**config.mk**
```make
export PLATFORM = sky130hd
export DESIGN_NAME = pem_top
export DESIGN_NICKNAME = d
export VERILOG_FILES = /design/src/design/pem_pkg.sv /design/src/design/pem_top.sv
export SDC_FILE = /design/constraint.sdc
export NUM_CORES = 1
export LEC_CHECK = 0
export BUFFER_PORTS_ARGS = -buffer_cell sky130_fd_sc_hd__buf_2
export CAP_MARGIN = 20
export CORE_UTILIZATION = 55
export CTS_BUF_LIST = sky130_fd_sc_hd__clkbuf_4 sky130_fd_sc_hd__clkbuf_8 sky130_fd_sc_hd__clkbuf_16
export CTS_CLUSTER_DIAMETER = 80
export DETAILED_ROUTE_END_ITERATION = 10
export MAX_ROUTING_LAYER = met4
export PLACE_DENSITY = 0.71
export SLEW_MARGIN = 20
export SYNTH_ARGS = -nofsm -noshare
export SYNTH_HDL_FRONTEND = slang
export SYNTH_SLANG_ARGS = --single-unit
```
**constraint.sdc**
```tcl
create_clock -name core_clk_in -period 4.62 [get_ports core_clk_in]
set_input_delay 0.462 -clock core_clk_in [delete_from_list [all_inputs] [get_ports core_clk_in]]
set_output_delay 0.462 -clock core_clk_in [all_outputs]
set_load 0.005 [all_outputs]
```
**src/design/pem_pkg.sv**
```systemverilog
// Package of constants and types for the processor error monitor.
package pem_pkg;
  // Core clock and the timebases derived from it.
  localparam int unsigned CLK_PERIOD_NS = 25;
  localparam int unsigned DELAY_TICK_NS = 2_048_000;
  localparam int unsigned TICK_CYCLES = DELAY_TICK_NS / CLK_PERIOD_NS;
  localparam int unsigned DEGLITCH_NS = 15_000;
  localparam int unsigned DEGL_CYCLES = (DEGLITCH_NS + CLK_PERIOD_NS - 1) / CLK_PERIOD_NS;
  localparam int unsigned PWM_UNIT_NS = 15_000;
  localparam int unsigned PWM_UNIT_CYCLES = PWM_UNIT_NS / CLK_PERIOD_NS;

  // Register byte offsets on the APB bus.
  localparam logic [11:0] ADDR_CTRL = 12'h000;
  localparam logic [11:0] ADDR_CFG = 12'h004;
  localparam logic [11:0] ADDR_PWM = 12'h008;
  localparam logic [11:0] ADDR_IRQ = 12'h00C;
  localparam logic [11:0] ADDR_STAT = 12'h010;

  // Control register fields.
  localparam int CTRL_START = 0;
  localparam int CTRL_DRV = 1;
  localparam int CTRL_EN = 2;
  // Configuration register fields.
  localparam int CFG_D1_LSB = 0;
  localparam int CFG_D2_LSB = 8;
  localparam int CFG_MODE = 16;
  localparam int CFG_ENDRV = 17;
  localparam int CFG_TH_LSB = 20;
  // Pulse threshold register fields.
  localparam int PWM_HMAX_LSB = 0;
  localparam int PWM_HMIN_LSB = 8;
  localparam int PWM_LMAX_LSB = 16;
  localparam int PWM_LMIN_LSB = 24;
  // Interrupt register fields: flags in the low bits, masks above.
  localparam int IRQ_PIN = 0;
  localparam int IRQ_FAIL = 1;
  localparam int IRQ_RST = 2;
  localparam int IRQ_MASK_LSB = 8;
  // Status register fields.
  localparam int STAT_CNT_LSB = 0;
  localparam int STAT_ST_LSB = 8;
  localparam int STAT_IN = 12;

  // Reset values.
  localparam logic [31:0] CFG_RST = 32'h0000_0000;
  localparam logic [31:0] PWM_RST = 32'h0000_0000;
  localparam logic [2:0] MASK_RST = 3'h0;

  // Error handling states, Gray coded along the usual path.
  typedef enum logic [2:0] {
    PEM_IDLE = 3'h0,
    PEM_MON = 3'h1,
    PEM_D1 = 3'h3,
    PEM_D2 = 3'h2,
    PEM_TRIG = 3'h6
  } pem_state_t;

  // APB request signals from the master.
  typedef struct packed {
    logic psel;
    logic penable;
    logic pwrite;
    logic [11:0] paddr;
    logic [31:0] pwdata;
  } pem_apb_req_t;
endpackage : pem_pkg

```
**src/design/pem_top.sv**
```systemverilog
// Processor error monitor: deglitch, level and PWM checks, delay stages and APB registers.
`timescale 1ns/100ps
`default_nettype none

module pem_top #(
  parameter int unsigned TICK_CYCLES = pem_pkg::TICK_CYCLES,
  parameter int unsigned DEGL_CYCLES = pem_pkg::DEGL_CYCLES,
  parameter int unsigned UNIT_CYCLES = pem_pkg::PWM_UNIT_CYCLES
) (
  input wire logic core_clk_in,
  input wire logic resetn_in,
  input wire pem_pkg::pem_apb_req_t apb_in,
  output logic [31:0] prdata_out,
  output logic pready_out,
  output logic pslverr_out,
  input wire logic processor_fault_in_n,
  input wire logic monitor_enable_cfg_in,
  input wire logic reset_done_in,
  output logic output_driver_enable_out,
  output logic processor_reset_trigger_out,
  output logic irq_out_n
);
  localparam int TW = $clog2(TICK_CYCLES);
  localparam int DW = $clog2(DEGL_CYCLES + 1);
  localparam int UW = $clog2(UNIT_CYCLES);

  // Counts below these bounds would make the dividers meaningless.
  if (TICK_CYCLES < 2 || DEGL_CYCLES < 1 || UNIT_CYCLES < 2) begin : g_param_check
    $error("pem_top: timing parameters too small");
  end

  pem_pkg::pem_state_t state;
  pem_pkg::pem_state_t next_state;
  logic monitor_enable_cfg;
  logic en_caught;
  logic monitor_start_bit;
  logic output_driver_enable;
  logic [31:0] cfg;
  logic [31:0] pwm;
  logic [2:0] flags;
  logic [2:0] masks;
  logic [31:0] rdata;
  logic [31:0] rd_mux;
  logic [DW-1:0] degl_cnt;
  logic degl;
  logic [UW-1:0] ucnt;
  logic [8:0] len;
  logic prev_lvl;
  logic first;
  logic prev_ok;
  logic [4:0] fault_event_counter;
  logic [TW-1:0] tcnt;
  logic [7:0] dcnt;
  logic set_pin;
  logic set_fail;
  logic set_rst;
  logic drv_clr;
  logic clr_start;
  logic trig;
  logic trig_q;

  // APB decode; the slave never inserts wait states.
  wire access = apb_in.psel && apb_in.penable;
  wire wr = access && apb_in.pwrite;
  wire hit_ctrl = apb_in.paddr == pem_pkg::ADDR_CTRL;
  wire hit_cfg = apb_in.paddr == pem_pkg::ADDR_CFG;
  wire hit_pwm = apb_in.paddr == pem_pkg::ADDR_PWM;
  wire hit_irq = apb_in.paddr == pem_pkg::ADDR_IRQ;
  wire hit_stat = apb_in.paddr == pem_pkg::ADDR_STAT;
  wire hit_any = hit_ctrl || hit_cfg || hit_pwm || hit_irq || hit_stat;
  wire wr_ctrl = wr && hit_ctrl;
  wire wr_cfg = wr && hit_cfg;
  wire wr_pwm = wr && hit_pwm;
  wire wr_irq = wr && hit_irq;
  assign pready_out = 1'b1;
  assign pslverr_out = access && !hit_any;
  assign prdata_out = rdata;

  // Configuration fields in use.
  wire [7:0] first_delay_field = cfg[pem_pkg::CFG_D1_LSB +: 8];
  wire [7:0] second_delay_field = cfg[pem_pkg::CFG_D2_LSB +: 8];
  wire monitor_mode_select = cfg[pem_pkg::CFG_MODE];
  wire driver_disable_option = cfg[pem_pkg::CFG_ENDRV];
  wire [3:0] fault_counter_threshold = cfg[pem_pkg::CFG_TH_LSB +: 4];
  wire [7:0] hmax = pwm[pem_pkg::PWM_HMAX_LSB +: 8];
  wire [7:0] hmin = pwm[pem_pkg::PWM_HMIN_LSB +: 8];
  wire [7:0] lmax = pwm[pem_pkg::PWM_LMAX_LSB +: 8];
  wire [7:0] lmin = pwm[pem_pkg::PWM_LMIN_LSB +: 8];
  wire running = monitor_start_bit && monitor_enable_cfg;
  wire pwm_run = running && monitor_mode_select;

  // Read data is sampled in the setup phase and held through the access phase.
  always_comb begin
    rd_mux = 32'h0000_0000;
    if (hit_ctrl) begin
      rd_mux[pem_pkg::CTRL_START] = monitor_start_bit;
      rd_mux[pem_pkg::CTRL_DRV] = output_driver_enable;
      rd_mux[pem_pkg::CTRL_EN] = monitor_enable_cfg;
    end
    if (hit_cfg) begin
      rd_mux = cfg;
    end
    if (hit_pwm) begin
      rd_mux = pwm;
    end
    if (hit_irq) begin
      rd_mux[pem_pkg::IRQ_PIN +: 3] = flags;
      rd_mux[pem_pkg::IRQ_MASK_LSB +: 3] = masks;
    end
    if (hit_stat) begin
      rd_mux[pem_pkg::STAT_CNT_LSB +: 5] = fault_event_counter;
      rd_mux[pem_pkg::STAT_ST_LSB +: 3] = state;
      rd_mux[pem_pkg::STAT_IN] = degl;
    end
  end

  // Read data register.
  always_ff @(posedge core_clk_in or negedge resetn_in) begin
    if (!resetn_in) begin
      rdata <= 32'h0000_0000;
    end else if (apb_in.psel && !apb_in.penable) begin
      rdata <= rd_mux;
    end
  end

  // The enable setting is caught once, at the first edge after reset.
  always_ff @(posedge core_clk_in or negedge resetn_in) begin
    if (!resetn_in) begin
      en_caught <= 1'b0;
      monitor_enable_cfg <= 1'b0;
    end else if (!en_caught) begin
      en_caught <= 1'b1;
      monitor_enable_cfg <= monitor_enable_cfg_in;
    end
  end

  // Start bit: software sets it, the final outcome clears it.
  always_ff @(posedge core_clk_in or negedge resetn_in) begin
    if (!resetn_in) begin
      monitor_start_bit <= 1'b0;
    end else if (clr_start) begin
      monitor_start_bit <= 1'b0;
    end else if (wr_ctrl) begin
      monitor_start_bit <= apb_in.pwdata[pem_pkg::CTRL_START] && monitor_enable_cfg;
    end
  end

  // Driver enable: software writes are gated, a late error clears it.
  always_ff @(posedge core_clk_in or negedge resetn_in) begin
    if (!resetn_in) begin
      output_driver_enable <= 1'b0;
    end else if (drv_clr) begin
      output_driver_enable <= 1'b0;
    end else if (wr_ctrl && (monitor_start_bit || !monitor_enable_cfg)) begin
      output_driver_enable <= apb_in.pwdata[pem_pkg::CTRL_DRV];
    end
  end
  assign output_driver_enable_out = output_driver_enable;

  // Configuration is locked while the monitor is started.
  always_ff @(posedge core_clk_in or negedge resetn_in) begin
    if (!resetn_in) begin
      cfg <= pem_pkg::CFG_RST;
      pwm <= pem_pkg::PWM_RST;
    end else if (!monitor_start_bit) begin
      if (wr_cfg) begin
        cfg <= apb_in.pwdata;
      end
      if (wr_pwm) begin
        pwm <= apb_in.pwdata;
      end
    end
  end

  // Flags are write-one-to-clear; a hardware set in the same cycle wins.
  always_ff @(posedge core_clk_in or negedge resetn_in) begin
    if (!resetn_in) begin
      flags <= 3'h0;
      masks <= pem_pkg::MASK_RST;
    end else begin
      flags <= (flags & ~(wr_irq ? apb_in.pwdata[pem_pkg::IRQ_PIN +: 3] : 3'h0))
        | {set_rst, set_fail, set_pin};
      if (wr_irq) begin
        masks <= apb_in.pwdata[pem_pkg::IRQ_MASK_LSB +: 3];
      end
    end
  end
  assign irq_out_n = ~|(flags & ~masks);

  // Deglitch filter: the input must hold a new level for the full time.
  always_ff @(posedge core_clk_in or negedge resetn_in) begin
    if (!resetn_in) begin
      degl_cnt <= '0;
      degl <= 1'b1;
    end else if (processor_fault_in_n == degl) begin
      degl_cnt <= '0;
    end else if (degl_cnt == DW'(DEGL_CYCLES - 1)) begin
      degl_cnt <= '0;
      degl <= processor_fault_in_n;
    end else begin
      degl_cnt <= degl_cnt + 1'b1;
    end
  end

  // PWM pulse checks; the pulse in progress has the level held in prev_lvl.
  wire edge_seen = degl != prev_lvl;
  wire [8:0] lim_max = {1'b0, prev_lvl ? hmax : lmax} + 9'h001;
  wire [8:0] lim_min = {1'b0, prev_lvl ? hmin : lmin} + 9'h001;
  wire unit_tick = ucnt == UW'(UNIT_CYCLES - 1);
  wire too_long = len > lim_max;
  wire in_rng = !first && len >= lim_min;
  wire bad = pwm_run && (too_long || (edge_seen && !first && len < lim_min));
  wire good = pwm_run && edge_seen && in_rng && prev_ok;

  // Pulse length counter in units, restarted at each edge or overlong pulse.
  always_ff @(posedge core_clk_in or negedge resetn_in) begin
    if (!resetn_in) begin
      ucnt <= '0;
      len <= 9'h000;
      prev_lvl <= 1'b1;
      first <= 1'b1;
      prev_ok <= 1'b0;
    end else if (!pwm_run) begin
      ucnt <= '0;
      len <= 9'h000;
      prev_lvl <= degl;
      first <= 1'b1;
      prev_ok <= 1'b0;
    end else if (edge_seen) begin
      ucnt <= '0;
      len <= 9'h000;
      prev_lvl <= degl;
      first <= 1'b0;
      prev_ok <= in_rng && !prev_ok;
    end else if (too_long) begin
      ucnt <= '0;
      len <= 9'h000;
      first <= 1'b0;
      prev_ok <= 1'b0;
    end else if (unit_tick) begin
      ucnt <= '0;
      len <= len + 9'h001;
    end else begin
      ucnt <= ucnt + 1'b1;
    end
  end

  // Error counter, cleared while stopped, saturating at both ends.
  always_ff @(posedge core_clk_in or negedge resetn_in) begin
    if (!resetn_in) begin
      fault_event_counter <= 5'h00;
    end else if (!running) begin
      fault_event_counter <= 5'h00;
    end else if (bad) begin
      fault_event_counter <= (fault_event_counter > 5'h1D) ? 5'h1F : fault_event_counter + 5'h02;
    end else if (good && fault_event_counter != 5'h00) begin
      fault_event_counter <= fault_event_counter - 5'h01;
    end
  end

  // Error condition for either mode.
  wire err = monitor_mode_select ? (fault_event_counter > {1'b0, fault_counter_threshold})
    : !degl;

  // Delay timers: a 2.048 ms tick, restarted on entering each delay stage, advances a count held against the field.
  wire in_delay = state == pem_pkg::PEM_D1 || state == pem_pkg::PEM_D2;
  wire tmr_run = in_delay && next_state == state;
  wire tick = tcnt == TW'(TICK_CYCLES - 1);
  wire expired = dcnt == (state == pem_pkg::PEM_D2 ? second_delay_field : first_delay_field);

  // Timer counters.
  always_ff @(posedge core_clk_in or negedge resetn_in) begin
    if (!resetn_in) begin
      tcnt <= '0;
      dcnt <= 8'h00;
    end else if (!tmr_run) begin
      tcnt <= '0;
      dcnt <= 8'h00;
    end else if (tick) begin
      tcnt <= '0;
      dcnt <= dcnt + 8'h01;
    end else begin
      tcnt <= tcnt + 1'b1;
    end
  end

  // Error handling sequence.
  always_comb begin
    next_state = state;
    set_pin = 1'b0;
    set_fail = 1'b0;
    set_rst = 1'b0;
    drv_clr = 1'b0;
    clr_start = 1'b0;
    trig = 1'b0;
    case (state)
      pem_pkg::PEM_IDLE: begin
        if (running) begin
          next_state = pem_pkg::PEM_MON;
        end
      end
      pem_pkg::PEM_MON: begin
        if (!running) begin
          next_state = pem_pkg::PEM_IDLE;
        end else if (err) begin
          set_pin = !masks[pem_pkg::IRQ_PIN];
          next_state = pem_pkg::PEM_D1;
        end
      end
      pem_pkg::PEM_D1: begin
        if (!running) begin
          next_state = pem_pkg::PEM_IDLE;
        end else if (!err && !flags[pem_pkg::IRQ_PIN]) begin
          next_state = pem_pkg::PEM_MON;
        end else if (expired) begin
          drv_clr = driver_disable_option;
          if (second_delay_field == 8'h00) begin
            clr_start = 1'b1;
            set_rst = 1'b1;
            trig = 1'b1;
            next_state = pem_pkg::PEM_TRIG;
          end else begin
            set_fail = !masks[pem_pkg::IRQ_FAIL];
            next_state = pem_pkg::PEM_D2;
          end
        end
      end
      pem_pkg::PEM_D2: begin
        if (!running) begin
          next_state = pem_pkg::PEM_IDLE;
        end else if (!err && !flags[pem_pkg::IRQ_PIN] && !flags[pem_pkg::IRQ_FAIL]) begin
          next_state = pem_pkg::PEM_MON;
        end else if (expired) begin
          clr_start = 1'b1;
          set_rst = 1'b1;
          trig = 1'b1;
          next_state = pem_pkg::PEM_TRIG;
        end
      end
      pem_pkg::PEM_TRIG: begin
        if (reset_done_in) begin
          next_state = pem_pkg::PEM_IDLE;
        end
      end
      default: begin
        next_state = pem_pkg::PEM_IDLE;
      end
    endcase
  end

  // State and reset trigger pulse registers.
  always_ff @(posedge core_clk_in or negedge resetn_in) begin
    if (!resetn_in) begin
      state <= pem_pkg::PEM_IDLE;
      trig_q <= 1'b0;
    end else begin
      state <= next_state;
      trig_q <= trig;
    end
  end
  assign processor_reset_trigger_out = trig_q;
endmodule : pem_top

`default_nettype wire

```
== Word-level counts from Yosys, hierarchy flattened ==
Cells that the tools add are included.
W data, S select, Z words.
Operators by class
  add/sub/neg operators: 9
  order comparisons: 5
  eq/ne operators: 20
  multiplexer cells: 74
  bitwise gates (word level): 7
  reductions and logical operators: 53
Operators with widths (number)
  $mux W32: 2
  $mux W10: 6
  $mux W3: 16
  $mux W8: 5
  $mux W9: 4
  $mux W17: 2
  $mux W1: 32
  $mux W5: 5
  $eq A12 B4 Y1 const B: 2
  $logic_and A1 B1 Y1: 24
  $add A10 B1 Y10 const B: 2
  $eq A10 B10 Y1 const B: 2
  $add A8 B1 Y9 const B: 2
  $add A17 B1 Y17 const B: 1
  $eq A17 B17 Y1 const B: 1
  $pmux W3 S5: 1
  $eq A12 B3 Y1 const B: 1
  $eq A12 B5 Y1 const B: 1
  $logic_not A1 Y1: 12
  $logic_not A12 Y1: 1
  $add A9 B1 Y9 const B: 1
  $ge A9 B9 Y1: 1
  $gt A9 B9 Y1: 1
  $lt A9 B9 Y1: 1
  27 further kinds: 42
Word-level totals
  register bits: 173
  bits of input ports: 52
  output and inout bits: 37
  word-level logic and storage cells: 189

== Depth between registers and ports, before layout ==
Gate-level depths: netlist (run 1).
  depth after elaboration: 11
  gate-level depth with buffers: 15
  mapped depth without buffers: 13

== Worst setup path before layout (run 1) ==
No wires, ideal clock.
  path type: reg-to-reg
  from: register prev_lvl
  to: register fault_event_counter[1]
  setup time: 0.094 ns
  arrival time: 3.565 ns
  required time: 4.526 ns
  path slack: 0.961 ns
  cell stages (with the launch flop): 14
  buffers on the path: 4
  clock period less this slack: 3.659 ns
  path through: dfstp_2 buf_4 buf_1 clkbuf_1 buf_1 a32o_1 nand2_1 ha_1 o21ai_0 a2111oi_2 nand3_1 a21oi_1 mux2_2 a211oi_1
Between the ends
  word-level cells in the longest chain between the ends: 8
  elaborated cells between the ends (all ways): 20
  those cells by class: add/sub: 2; order compare: 3; eq/ne: 2; mux: 4; reduce/logical: 9
Ends and longest elaborated chain
  start, declared: line pem_top.sv:48  | logic prev_lvl;
  start signal, assigned: line pem_top.sv:226  | prev_lvl <= degl;
  start signal, assigned: line pem_top.sv:232  | prev_lvl <= degl;
  $mux W8: line pem_top.sv:208  | wire [8:0] lim_min = {1'b0, prev_lvl ? hmin : lmin} + 9'h001;
  $add A8 B1 Y9: line pem_top.sv:208
  $ge A9 B9 Y1 / $lt A9 B9 Y1 (equally long branches): line pem_top.sv:211, pem_top.sv:212
  $logic_and A1 B1 Y1 (on tied branches): line pem_top.sv:211, pem_top.sv:212
  $logic_and A1 B1 Y1 / $logic_or A1 B1 Y1 (equally long branches): line pem_top.sv:213, pem_top.sv:212
  $logic_and A1 B1 Y1 (on tied branches): line pem_top.sv:213, pem_top.sv:212
  $logic_and A1 B1 Y1 / $mux W5 (equally long branches): line pem_top.sv:256, pem_top.sv:254
  $ne A3 B1 Y1 (no source line) / $mux W5 (equally long branches)
  end signal, assigned: line pem_top.sv:255  | fault_event_counter <= (fault_event_counter > 5'h1D) ? 5'h1F : fault_event_counter + 5'h02;
  end signal, assigned: line pem_top.sv:257  | fault_event_counter <= fault_event_counter - 5'h01;
  end, declared: line pem_top.sv:51  | logic [4:0] fault_event_counter;
Parallel ways exist; a longest one is shown, timed or not.
A chain may end at the register's enable or synchronous reset.

== Final worst setup path (run 1) ==
  from: register prev_lvl
  to: register ucnt[8]
Between the ends
  word-level cells in the longest chain between the ends: 6
  elaborated cells between the ends (all ways): 7
  those cells by class: add/sub: 1; order compare: 1; eq/ne: 1; mux: 4
Ends and longest elaborated chain
  $mux W8: line pem_top.sv:207  | wire [8:0] lim_max = {1'b0, prev_lvl ? hmax : lmax} + 9'h001;
  $add A8 B1 Y9: line pem_top.sv:207
  $gt A9 B9 Y1: line pem_top.sv:210  | wire too_long = len > lim_max;
  $mux W10: line pem_top.sv:235  | end else if (too_long) begin
  $mux W10 *: line pem_top.sv:229  | end else if (edge_seen) begin
  $mux W10 *: line pem_top.sv:223  | end else if (!pwm_run) begin
  end signal, assigned: line pem_top.sv:244  | ucnt <= ucnt + 1'b1;
  end, declared: line pem_top.sv:46  | logic [UW-1:0] ucnt;
Every way passes the cells marked *; elsewhere a longest branch is shown, timed or not.

==> impl_metrics.tcl, run 1 <==
set metrics [dict create \
    async_flop_share_pct 100 \
    p_per_area_nw_per_um2 309 \
    avgSynthCellArea_um2 10.3 \
    die_area_um2 17500 \
    core_um2 16600 \
    start_util_pct 56.2 \
    cts.htree.levels 4 \
    cts.sinks 173 \
    p_comb_share_pct 4.9 \
    synth_compound_area_share_pct 12.6 \
    ctsResizeCount 0 \
    finalCritPeriodShare_pct 83.3 \
    synth-adder-area-share_pct 4.83 \
    cts_buffers 17 \
    ys_seq_area_share_pct 46.5 \
    fin_nets 1064 \
    cp.arrival_ns 4.21 \
    globalplace.congestion 0.904 \
    final.setup.tns_ns 0 \
    clock-root-buffer "clkbuf_16" \
    synth_top_family_by_area "simple AND/OR/NAND/NOR gates" \
    layout_setup_ws_ns 0.772 \
    yosys.area.top_type "dfrtp_1" \
    yosys-top-cells-count "dfrtp_1, nand2_1, nor2_1" \
    cp_num_buf_inv 2 \
    grt_usage_pct 27.0 \
    dr.pass1.iters 5 \
    fillers 1373 \
    critical_path_class "flop to flop" \
    cts.path.max_buffers 2 \
    synth_cell_types 77 \
    drc 0 \
    rows 47 \
    synth_xor_area_share_pct 6.20 \
    p_sw_share_pct 23.2 \
    fmax_mhz 260 \
    synth_enable_flop_cells 0 \
    synth_ff_type "dfrtp_1" \
    ant_nets 0 \
    peakVddDrop_mv 0.279 \
    grt_first_pass_wirelength_um 35600 \
    ctsHoldBuffers 0 \
    num_vias 7002 \
    wire_per_inst_um 17.7 \
    crit_chain "mux2i_1 > inv_1 > ha_1 > nand2_1 > nor2_1 > xor2_1 > ha_1 > a211oi_1 > nor2_1 > nor4b_1 > o2111ai_1 > buf_4 > nand2b_1 > nor2_1" \
    critPathRequiredTime_ns 4.98 \
    synthCells 901 \
    synth-simple-area-share_pct 15.8 \
    drt-vias-per-instance 5.80 \
    io_buffers 87 \
    setup_viol 0 \
    worstMarginPinSlew_ns 0.823 \
    crit_path_start "prev_lvl" \
    place_area_um2 9890 \
    fin_area_um2 10500 \
    synth-seq-cells 173 \
    clk_pin_slew_worst_paths_ns 0.06 \
    p_clk_share_pct 47.5 \
    slew_headroom_pct 45.1 \
    post-cts-setup-buffers 0 \
    area_growth_pct 13.0 \
    insertion_delay_ns 0.44 \
    fin_crit_ns 3.85 \
    preCtsSetupSlack_ns 0.786 \
    antenna_cells 0 \
    antenna_found_initial 0 \
    outcome "complete, no violations" \
    grt_max_degree 88 \
    die_y_um 132 \
    power.leakage_nw 4.95 \
    slowest_delay_ns 0.80 \
    seqPwrFrac_pct 47.6 \
    rr_startpoint "prev_lvl" \
    grt_pass1_vias 6692 \
    skew_ns 0.00782 \
    yosysMostFrequentCell "dfrtp_1" \
    rsz0062_at_grt "no" \
    slew_violations 0 \
    power.switching_mw 0.753 \
    netlist.area_leader.share_pct 45.6 \
    cts_tree "done" \
    final_util_pct 63.5 \
    hold_viol_final 0 \
    drt-total-wl_um 21400 \
    cp-end-kind "flop" \
    cp_common_cell "nor2_1" \
    startpoint_type "flop" \
    max-cap-violations 0 \
    syn_area_um2 9320 \
    die_w_um 132 \
    crit_path_max_fanout 23 \
    grt.overflow.total 0 \
    post-place-cells 1177 \
    ios 89 \
    drt_iter0_drc 485 \
    muxShareOfSynthArea_pct 10.2 \
    stdcell_count 1208 \
    synth-warning-count 0 \
    synth.area.top_cells "dfrtp_1, mux2_2, ha_1, xor2_1, mux2_1" \
    dpl.hpwl_um 15300 \
    intPower_mw 2.50 \
    hold_path.class "input pin to asynchronous set/reset pin" \
    slowest_stage "dfstp_2" \
    drive_above_1_share_pct 19.4 \
    path_delay_family "simple AND/OR/NAND/NOR gates" \
]
[kinds of logic after synthesis]
kind of cell,after synthesis
buffers and inverters,77
XOR/XNOR,66
flip-flops,173
AO/OA/AOI/OAI,172
multiplexers,86
other,1
AND/OR/NAND/NOR,290
adder cells (fa/ha/maj),36
[flip-flops by register name (all words and copies together) (netlist names), 3 cells and up]
signal	flops
len	9
tcnt	17
masks	3
cfg	32
prdata_out	32
pwm	32
degl_cnt	10
dcnt	8
fault_event_counter	5
state	3
ucnt	10
flags	3
[metrics by stage]
step / hold slack, ns / total power [mW]
5_1_grt: 0.168 / 3.36
6_report: 0.0787 / 3.25
3_5_place_dp: 0.435 / 1.74
2_1_floorplan: 0.166 / 1.65
4_1_cts: 0.133 / 3.28
3_3_place_gp: 0.436 / 1.73
[placed cells by master (no fill, tap or decap), types with 24 or more instances in the layout]
cell | synthesis | layout
dfrtp_1 | 170 | 170
buf_2 | 8 | 86
nand2_1 | 84 | 84
nor2_1 | 73 | 73
o21ai_0 | 53 | 53
xor2_1 | 42 | 42
mux2_2 | 41 | 41
inv_1 | 36 | 36
ha_1 | 36 | 36
mux2_1 | 30 | 30
a22oi_1 | 29 | 29
a21oi_1 | 28 | 28
nand3_1 | 25 | 25
xnor2_1 | 24 | 24
[final timing paths]
path / endpoint / slack [ns] / depth (start not counted)
worst max-delay path: ucnt[8] / 0.77 / 14
worst min-delay path: ucnt[5] / 0.08 / 1
worst max register to register: ucnt[8] / 0.77 / 14
worst min register to register: prev_lvl / 0.45 / 0
max in group asynchronous: prdata_out[8] / 3.44 / 2
min in group core_clk_in: cfg[13] / 0.25 / 3
[power by group through the flow]
stage	registers, mW	clock network, mW	logic (mW)
global placement	1.58	0	0.157
CTS	1.55	1.57	0.160
finish	1.55	1.54	0.158
floorplan	1.57	0	0.0804
detailed placement	1.58	0	0.160
global route	1.55	1.63	0.180
[metal layers]
metal  wire, µm  track usage (%)  up-vias
met2       9860             40.4      198
met5          0                -        -
li1           -                -     3363
met3       1090             3.88       27
met4        385             8.68        0
met1      10100             37.9     3414
[final cells by class]
type	count	area, µm²	share of cell area (%)
Sequential cell	173	4330	41.1
Multi-Input combinational cell	652	4650	44.1
Clock inverter	14	206	1.96
Inverter	36	135	1.28
Timing Repair Buffer	96	509	4.84
Clock buffer	17	425	4.04
Tap cell	220	275	2.61
Note: power is estimated with default switching activity, not from simulation.
==> inputs of run 2 (changes only) <==
CORE_UTILIZATION = 54   (was 55)
PLACE_DENSITY = 0.73   (was 0.71)
clock period = 3.51 ns   (was 4.62 ns; I/O delays follow)
==> run 2 against run 1 <==
Cell count grew 1.5%. Via count up 1.7%. Clock power increased by 19%. Largest cell class unchanged.
==> impl_metrics.tcl, run 2 (synthesis results as in run 1) <==
set metrics [dict create \
    insertion_delay_ns 0.44 \
    p_total_mw 4.10 \
    grt_usage_pct 27.2 \
    crit_chain "buf_4 > mux2i_2 > inv_1 > ha_1 > nand2_1 > nor2_1 > xor2_1 > ha_1 > and4_1 > nand4_1 > o31ai_2 > or3_4 > and2_4 > o32ai_1" \
    fillers 1361 \
    final_util_pct 63.8 \
    grt_pass1_vias 6941 \
    p_per_area_nw_per_um2 384 \
    cts_buffers 17 \
    critical_path_class "flop to flop" \
    outcome "complete, no violations" \
    crit_path_start "prev_lvl" \
    seqPwrFrac_pct 49.7 \
    drt-vias-per-instance 5.81 \
    hold_path.class "input pin to flop" \
    hp-start "apb_in[19]" \
    multi_input_area_um2 4700 \
    ant_nets 0 \
    slowest_delay_ns 0.64 \
    num_vias 7118 \
    die_y_um 133 \
    p_sw_share_pct 25.9 \
    worstMarginPinSlew_ns 0.844 \
    cts.path.max_buffers 2 \
    drive_above_1_share_pct 22.2 \
    cp-end-kind "flop" \
    wire_per_inst_um 18.2 \
    die_area_um2 17800 \
    skew_ns 0.0103 \
    drt-total-wl_um 22400 \
    layout_setup_ws_ns 0.162 \
    layout.area.seq_um2 4330 \
    critPathRequiredTime_ns 3.85 \
    fmax_mhz 299 \
    fin_crit_ns 3.35 \
    preCtsSetupSlack_ns -0.00222 \
    grt.overflow.total 0 \
    cts.htree.levels 4 \
    cts_tree "done" \
    hold_viol_final 0 \
    fin_nets 1081 \
    finalCritPeriodShare_pct 95.4 \
    area_growth_pct 14.4 \
    dr.pass1.iters 5 \
    grt_max_degree 64 \
    layout_common_cells "dfrtp_1, buf_2, nand2_1" \
    path_delay_family "simple AND/OR/NAND/NOR gates" \
    fin_area_um2 10700 \
    rows 47 \
    grt_first_pass_wirelength_um 36400 \
    rr_startpoint "prev_lvl" \
    place_area_um2 9970 \
    drc 0 \
    drt_iter0_drc 623 \
    ios 89 \
    cp_num_buf_inv 2 \
    intPower_mw 3.03 \
    cp_common_cell "ha_1" \
    max-cap-violations 0 \
    power.switching_mw 1.06 \
    power.leakage_nw 5.02 \
    final_common_cell "dfrtp_1" \
    clock-root-buffer "clkbuf_16" \
    clk_pin_slew_worst_paths_ns 0.07 \
    core_um2 16700 \
    p_comb_share_pct 5.4 \
    slew_headroom_pct 43.7 \
    io_buffers 87 \
    peakVddDrop_mv 0.368 \
    antenna_cells 0 \
    globalplace.congestion 0.870 \
    setup_viol 0 \
    cp.arrival_ns 3.69 \
    slew_violations 0 \
    startpoint_type "flop" \
    cts.sinks 173 \
    crit_path_max_fanout 8 \
    start_util_pct 55.8 \
    slowest_stage "dfstp_2" \
    antenna_found_initial 0 \
    p_clk_share_pct 44.9 \
    die_w_um 133 \
    dpl.hpwl_um 16000 \
]
## run 2: cell types whose count changed in the layout (fill, tap and decap cells not counted), sizes merged
cell	change
buf	+16
bufinv	-4
clkinv	+2
clkinvlp	+2
dlygate4sd3	+1
inv	+1
## run 2: layout make-up
cell class	instances	share of cell area [%]
Clock inverter	15	1.46
Sequential cell	173	40.6
Tap cell	220	2.58
Clock buffer	17	3.99
Multi-Input combinational cell	652	44.1
Timing Repair Buffer	113	6.00
Inverter	36	1.27
## run 2: repair_timing
action	4_1_cts	5_1_grt
gates cloned	0	0
endpoints found under the hold margin	59	0
resized for setup	0	17
pin swaps	0	5
hold buffers	1	0
setup buffers	2	3
endpoints found under the setup margin	1	26
## run 2: final timing paths
path                            cells past startpoint                     end  slack, ns
worst max-delay path                               14  fault_event_counter[3]       0.16
worst min register to register                      0                prev_lvl       0.45
min in group asynchronous                           2                 cfg[24]       0.46
worst min-delay path                                2                 pwm[19]       0.14
worst max register to register                     14  fault_event_counter[3]       0.16
max in group asynchronous                           3                prev_lvl       2.13
## run 2: routing by layer
metal	share of wire (%)	global-route usage [%]
met1	47	36.9
met2	46	40.8
met3	5.0	4.53
met4	2.5	10.8
met5	0	-
## run 2: worst register-to-register path: stages, from the launching register on
cell	delay, ns
dfstp_2	0.64
buf_4	0.15
mux2i_2	0.22
inv_1	0.06
ha_1	0.22
nand2_1	0.09
nor2_1	0.07
xor2_1	0.16
ha_1	0.30
and4_1	0.24
nand4_1	0.14
o31ai_2	0.11
or3_4	0.43
and2_4	0.17
o32ai_1	0.25
## run 2: power groups by stage
stage | registers [mW] | logic [mW] | clock network, mW
6_report | 2.04 | 0.222 | 1.84
5_1_grt | 2.04 | 0.252 | 1.94
4_1_cts | 2.03 | 0.216 | 1.87
3_5_place_dp | 2.07 | 0.211 | 0
3_3_place_gp | 2.07 | 0.210 | 0
2_1_floorplan | 2.06 | 0.106 | 0
## run 2: stage by stage
stage | cells | hold slack (ns) | TNS (ns)
after detailed placement | 1188 | 0.376 | -0.00222
after CTS | 1223 | 0.130 | 0
final | 1226 | 0.138 | 0
after global routing | 1226 | 0.143 | -0.0458
after floorplan | 902 | 0.0554 | 0
after global placement | 1188 | 0.379 | 0
==> inputs of run 3 (changes only) <==
BUFFER_PORTS_ARGS = unset   (was -buffer_cell sky130_fd_sc_hd__buf_2)
CORE_ASPECT_RATIO = 1.5   (was unset)
CORE_UTILIZATION = 55   (was 54)
DONT_BUFFER_PORTS = 1   (was unset)
==> run 3 against run 2 <==
The flow now finishes with violations (negative hold slack). Clock skew is 0.0016 ns lower. Wire length down 0.74%. Maximum frequency down 0.94%. First-iteration DRC count decreased by 48%. Highest routed layer unchanged. Largest power group unchanged.
==> impl_metrics.tcl, run 3 (synthesis results as in run 1) <==
set metrics [dict create \
    outcome "finished, violations left" \
    violations "negative hold slack" \
    drive_above_1_share_pct 14.0 \
    crit_path_max_fanout 9 \
    cp_common_cell "nor2_1" \
    num_vias 6834 \
    worstRegToRegCells 14 \
    fillers 1371 \
    fin_crit_ns 3.38 \
    cp_num_buf_inv 2 \
    layout.area.seq_um2 4330 \
    globalplace.congestion 0.897 \
    dr.pass1.iters 7 \
    peakVddDrop_mv 0.296 \
    grt_pass1_vias 6754 \
    start_util_pct 56.8 \
    drc 0 \
    drt-total-wl_um 22200 \
    rr_startpoint "prev_lvl" \
    fin_nets 984 \
    layout_setup_ws_ns 0.130 \
    multi_input_area_um2 4700 \
    route.met2.wl_um 11700 \
    ios 89 \
    final_common_cell "dfrtp_1" \
    layout_common_cells "dfrtp_1, nand2_1, nor2_1" \
    max-cap-violations 0 \
    io_buffers 0 \
    cts_tree "done" \
    grt_max_degree 174 \
    skew_ns 0.00875 \
    cts.path.max_buffers 2 \
    slew_violations 0 \
    crit_path_start "prev_lvl" \
    grt_first_pass_wirelength_um 35800 \
    cts.sinks 173 \
    core_um2 16400 \
    wire_per_inst_um 19.9 \
    die_area_um2 17500 \
    final.setup.tns_ns 0 \
    cp-end-kind "flop" \
    grt.overflow.total 0 \
    ant_nets 0 \
    slowest_stage "dfstp_2" \
    critPathRequiredTime_ns 3.88 \
    worstReg2RegEnd "ucnt[8]" \
    preCtsSetupSlack_ns 0.0317 \
    path_delay_family "compound AO/OA/AOI/OAI gates" \
    rrSetupSlack_ns 0.13 \
    hold_viol_final 173 \
    cp.arrival_ns 3.75 \
    rows 57 \
    p_per_area_nw_per_um2 395 \
    antenna_cells 0 \
    setup_viol 0 \
    slew_headroom_pct 51.0 \
    slowest_delay_ns 0.58 \
    fmax_mhz 296 \
    antenna_found_initial 0 \
    finalCritPeriodShare_pct 96.3 \
    startpoint_type "flop" \
    power.leakage_nw 4.57 \
    drt_iter0_drc 322 \
    cts_buffers 17 \
    worstMarginPinSlew_ns 0.732 \
    area_growth_pct 9.16 \
    die_w_um 108 \
    wl_met1_um 8640 \
    cts.htree.levels 4 \
    wl_met3_um 1190 \
    top_layer "met4" \
    die_y_um 161 \
    clock-root-buffer "clkbuf_16" \
    dpl.hpwl_um 15900 \
    hold_path.class "input pin to asynchronous set/reset pin" \
    drt-vias-per-instance 6.13 \
    grt_usage_pct 28.0 \
    clk_pin_slew_worst_paths_ns 0.07 \
    critical_path_class "flop to flop" \
    crit_chain "buf_12 > mux2i_2 > inv_1 > ha_1 > nand2_1 > nor2_1 > xor2_1 > ha_1 > a211oi_1 > nor2_1 > o31ai_1 > o2111ai_1 > nand2b_2 > nor2_1" \
    whs_ns -0.398 \
    rsz0062_at_grt "yes" \
    insertion_delay_ns 0.44 \
]
run 3: cell type report:
type,count,area share [%]
clock buffers,18,4.26
well taps,206,2.53
repair buffers,16,1.59
multi-input cells,652,46.2
clock inverters,14,1.46
flip-flops and latches,173,42.6
inverters,36,1.33
run 3: through the flow:
stage / hold WS (ns) / std cells / area [µm²] / power (mW) / utilization (%)
floorplan: 0.0554 / 902 / 9330 / 2.17 / -
global placement: 0.0633 / 1080 / 9490 / 2.19 / 57.8
detailed placement: 0.0633 / 1080 / 9490 / 2.20 / 57.8
CTS: -0.406 / 1112 / 10100 / 4.04 / 61.4
global route: -0.417 / 1115 / 10200 / 4.15 / 62.0
finish: -0.398 / 1115 / 10200 / 4.01 / 62.0
run 3: routing by layer:
| metal | vias to the layer above | track usage, % |
|---|---|---|
| met5 | - | - |
| li1 | 3208 | - |
| met1 | 3385 | 31.8 |
| met3 | 53 | 6.01 |
| met4 | 0 | 10.8 |
| met2 | 188 | 47.7 |
run 3: how the worst max path moves through the flow:
| stage | end | slack, ns | cells after the start |
|---|---|---|---|
| final | ucnt[8] | 0.13 | 14 |
| after global routing | ucnt[8] | -0.04 | 14 |
| after CTS | fault_event_counter[1] | 0.01 | 12 |
| after detailed placement | fault_event_counter[1] | 0.03 | 12 |
| after global placement | fault_event_counter[1] | 0.11 | 12 |
| after floorplan | fault_event_counter[1] | 0.07 | 14 |
run 3: report_power, final:
part	switching (mW)	total, mW	leakage [nW]	internal, mW
sequential	0.0236	2.03	2.34	2.01
combinational	0.0784	0.131	1.95	0.0524
clock	0.892	1.85	0.278	0.957
total	0.994	4.01	4.57	3.02
run 3: timing repair:
| item | CTS | global route |
|---|---|---|
| setup buffers | 0 | 3 |
| gates resized for setup | 0 | 18 |
| hold endpoints to repair | 173 | 173 |
| setup endpoints to repair | 0 | 24 |
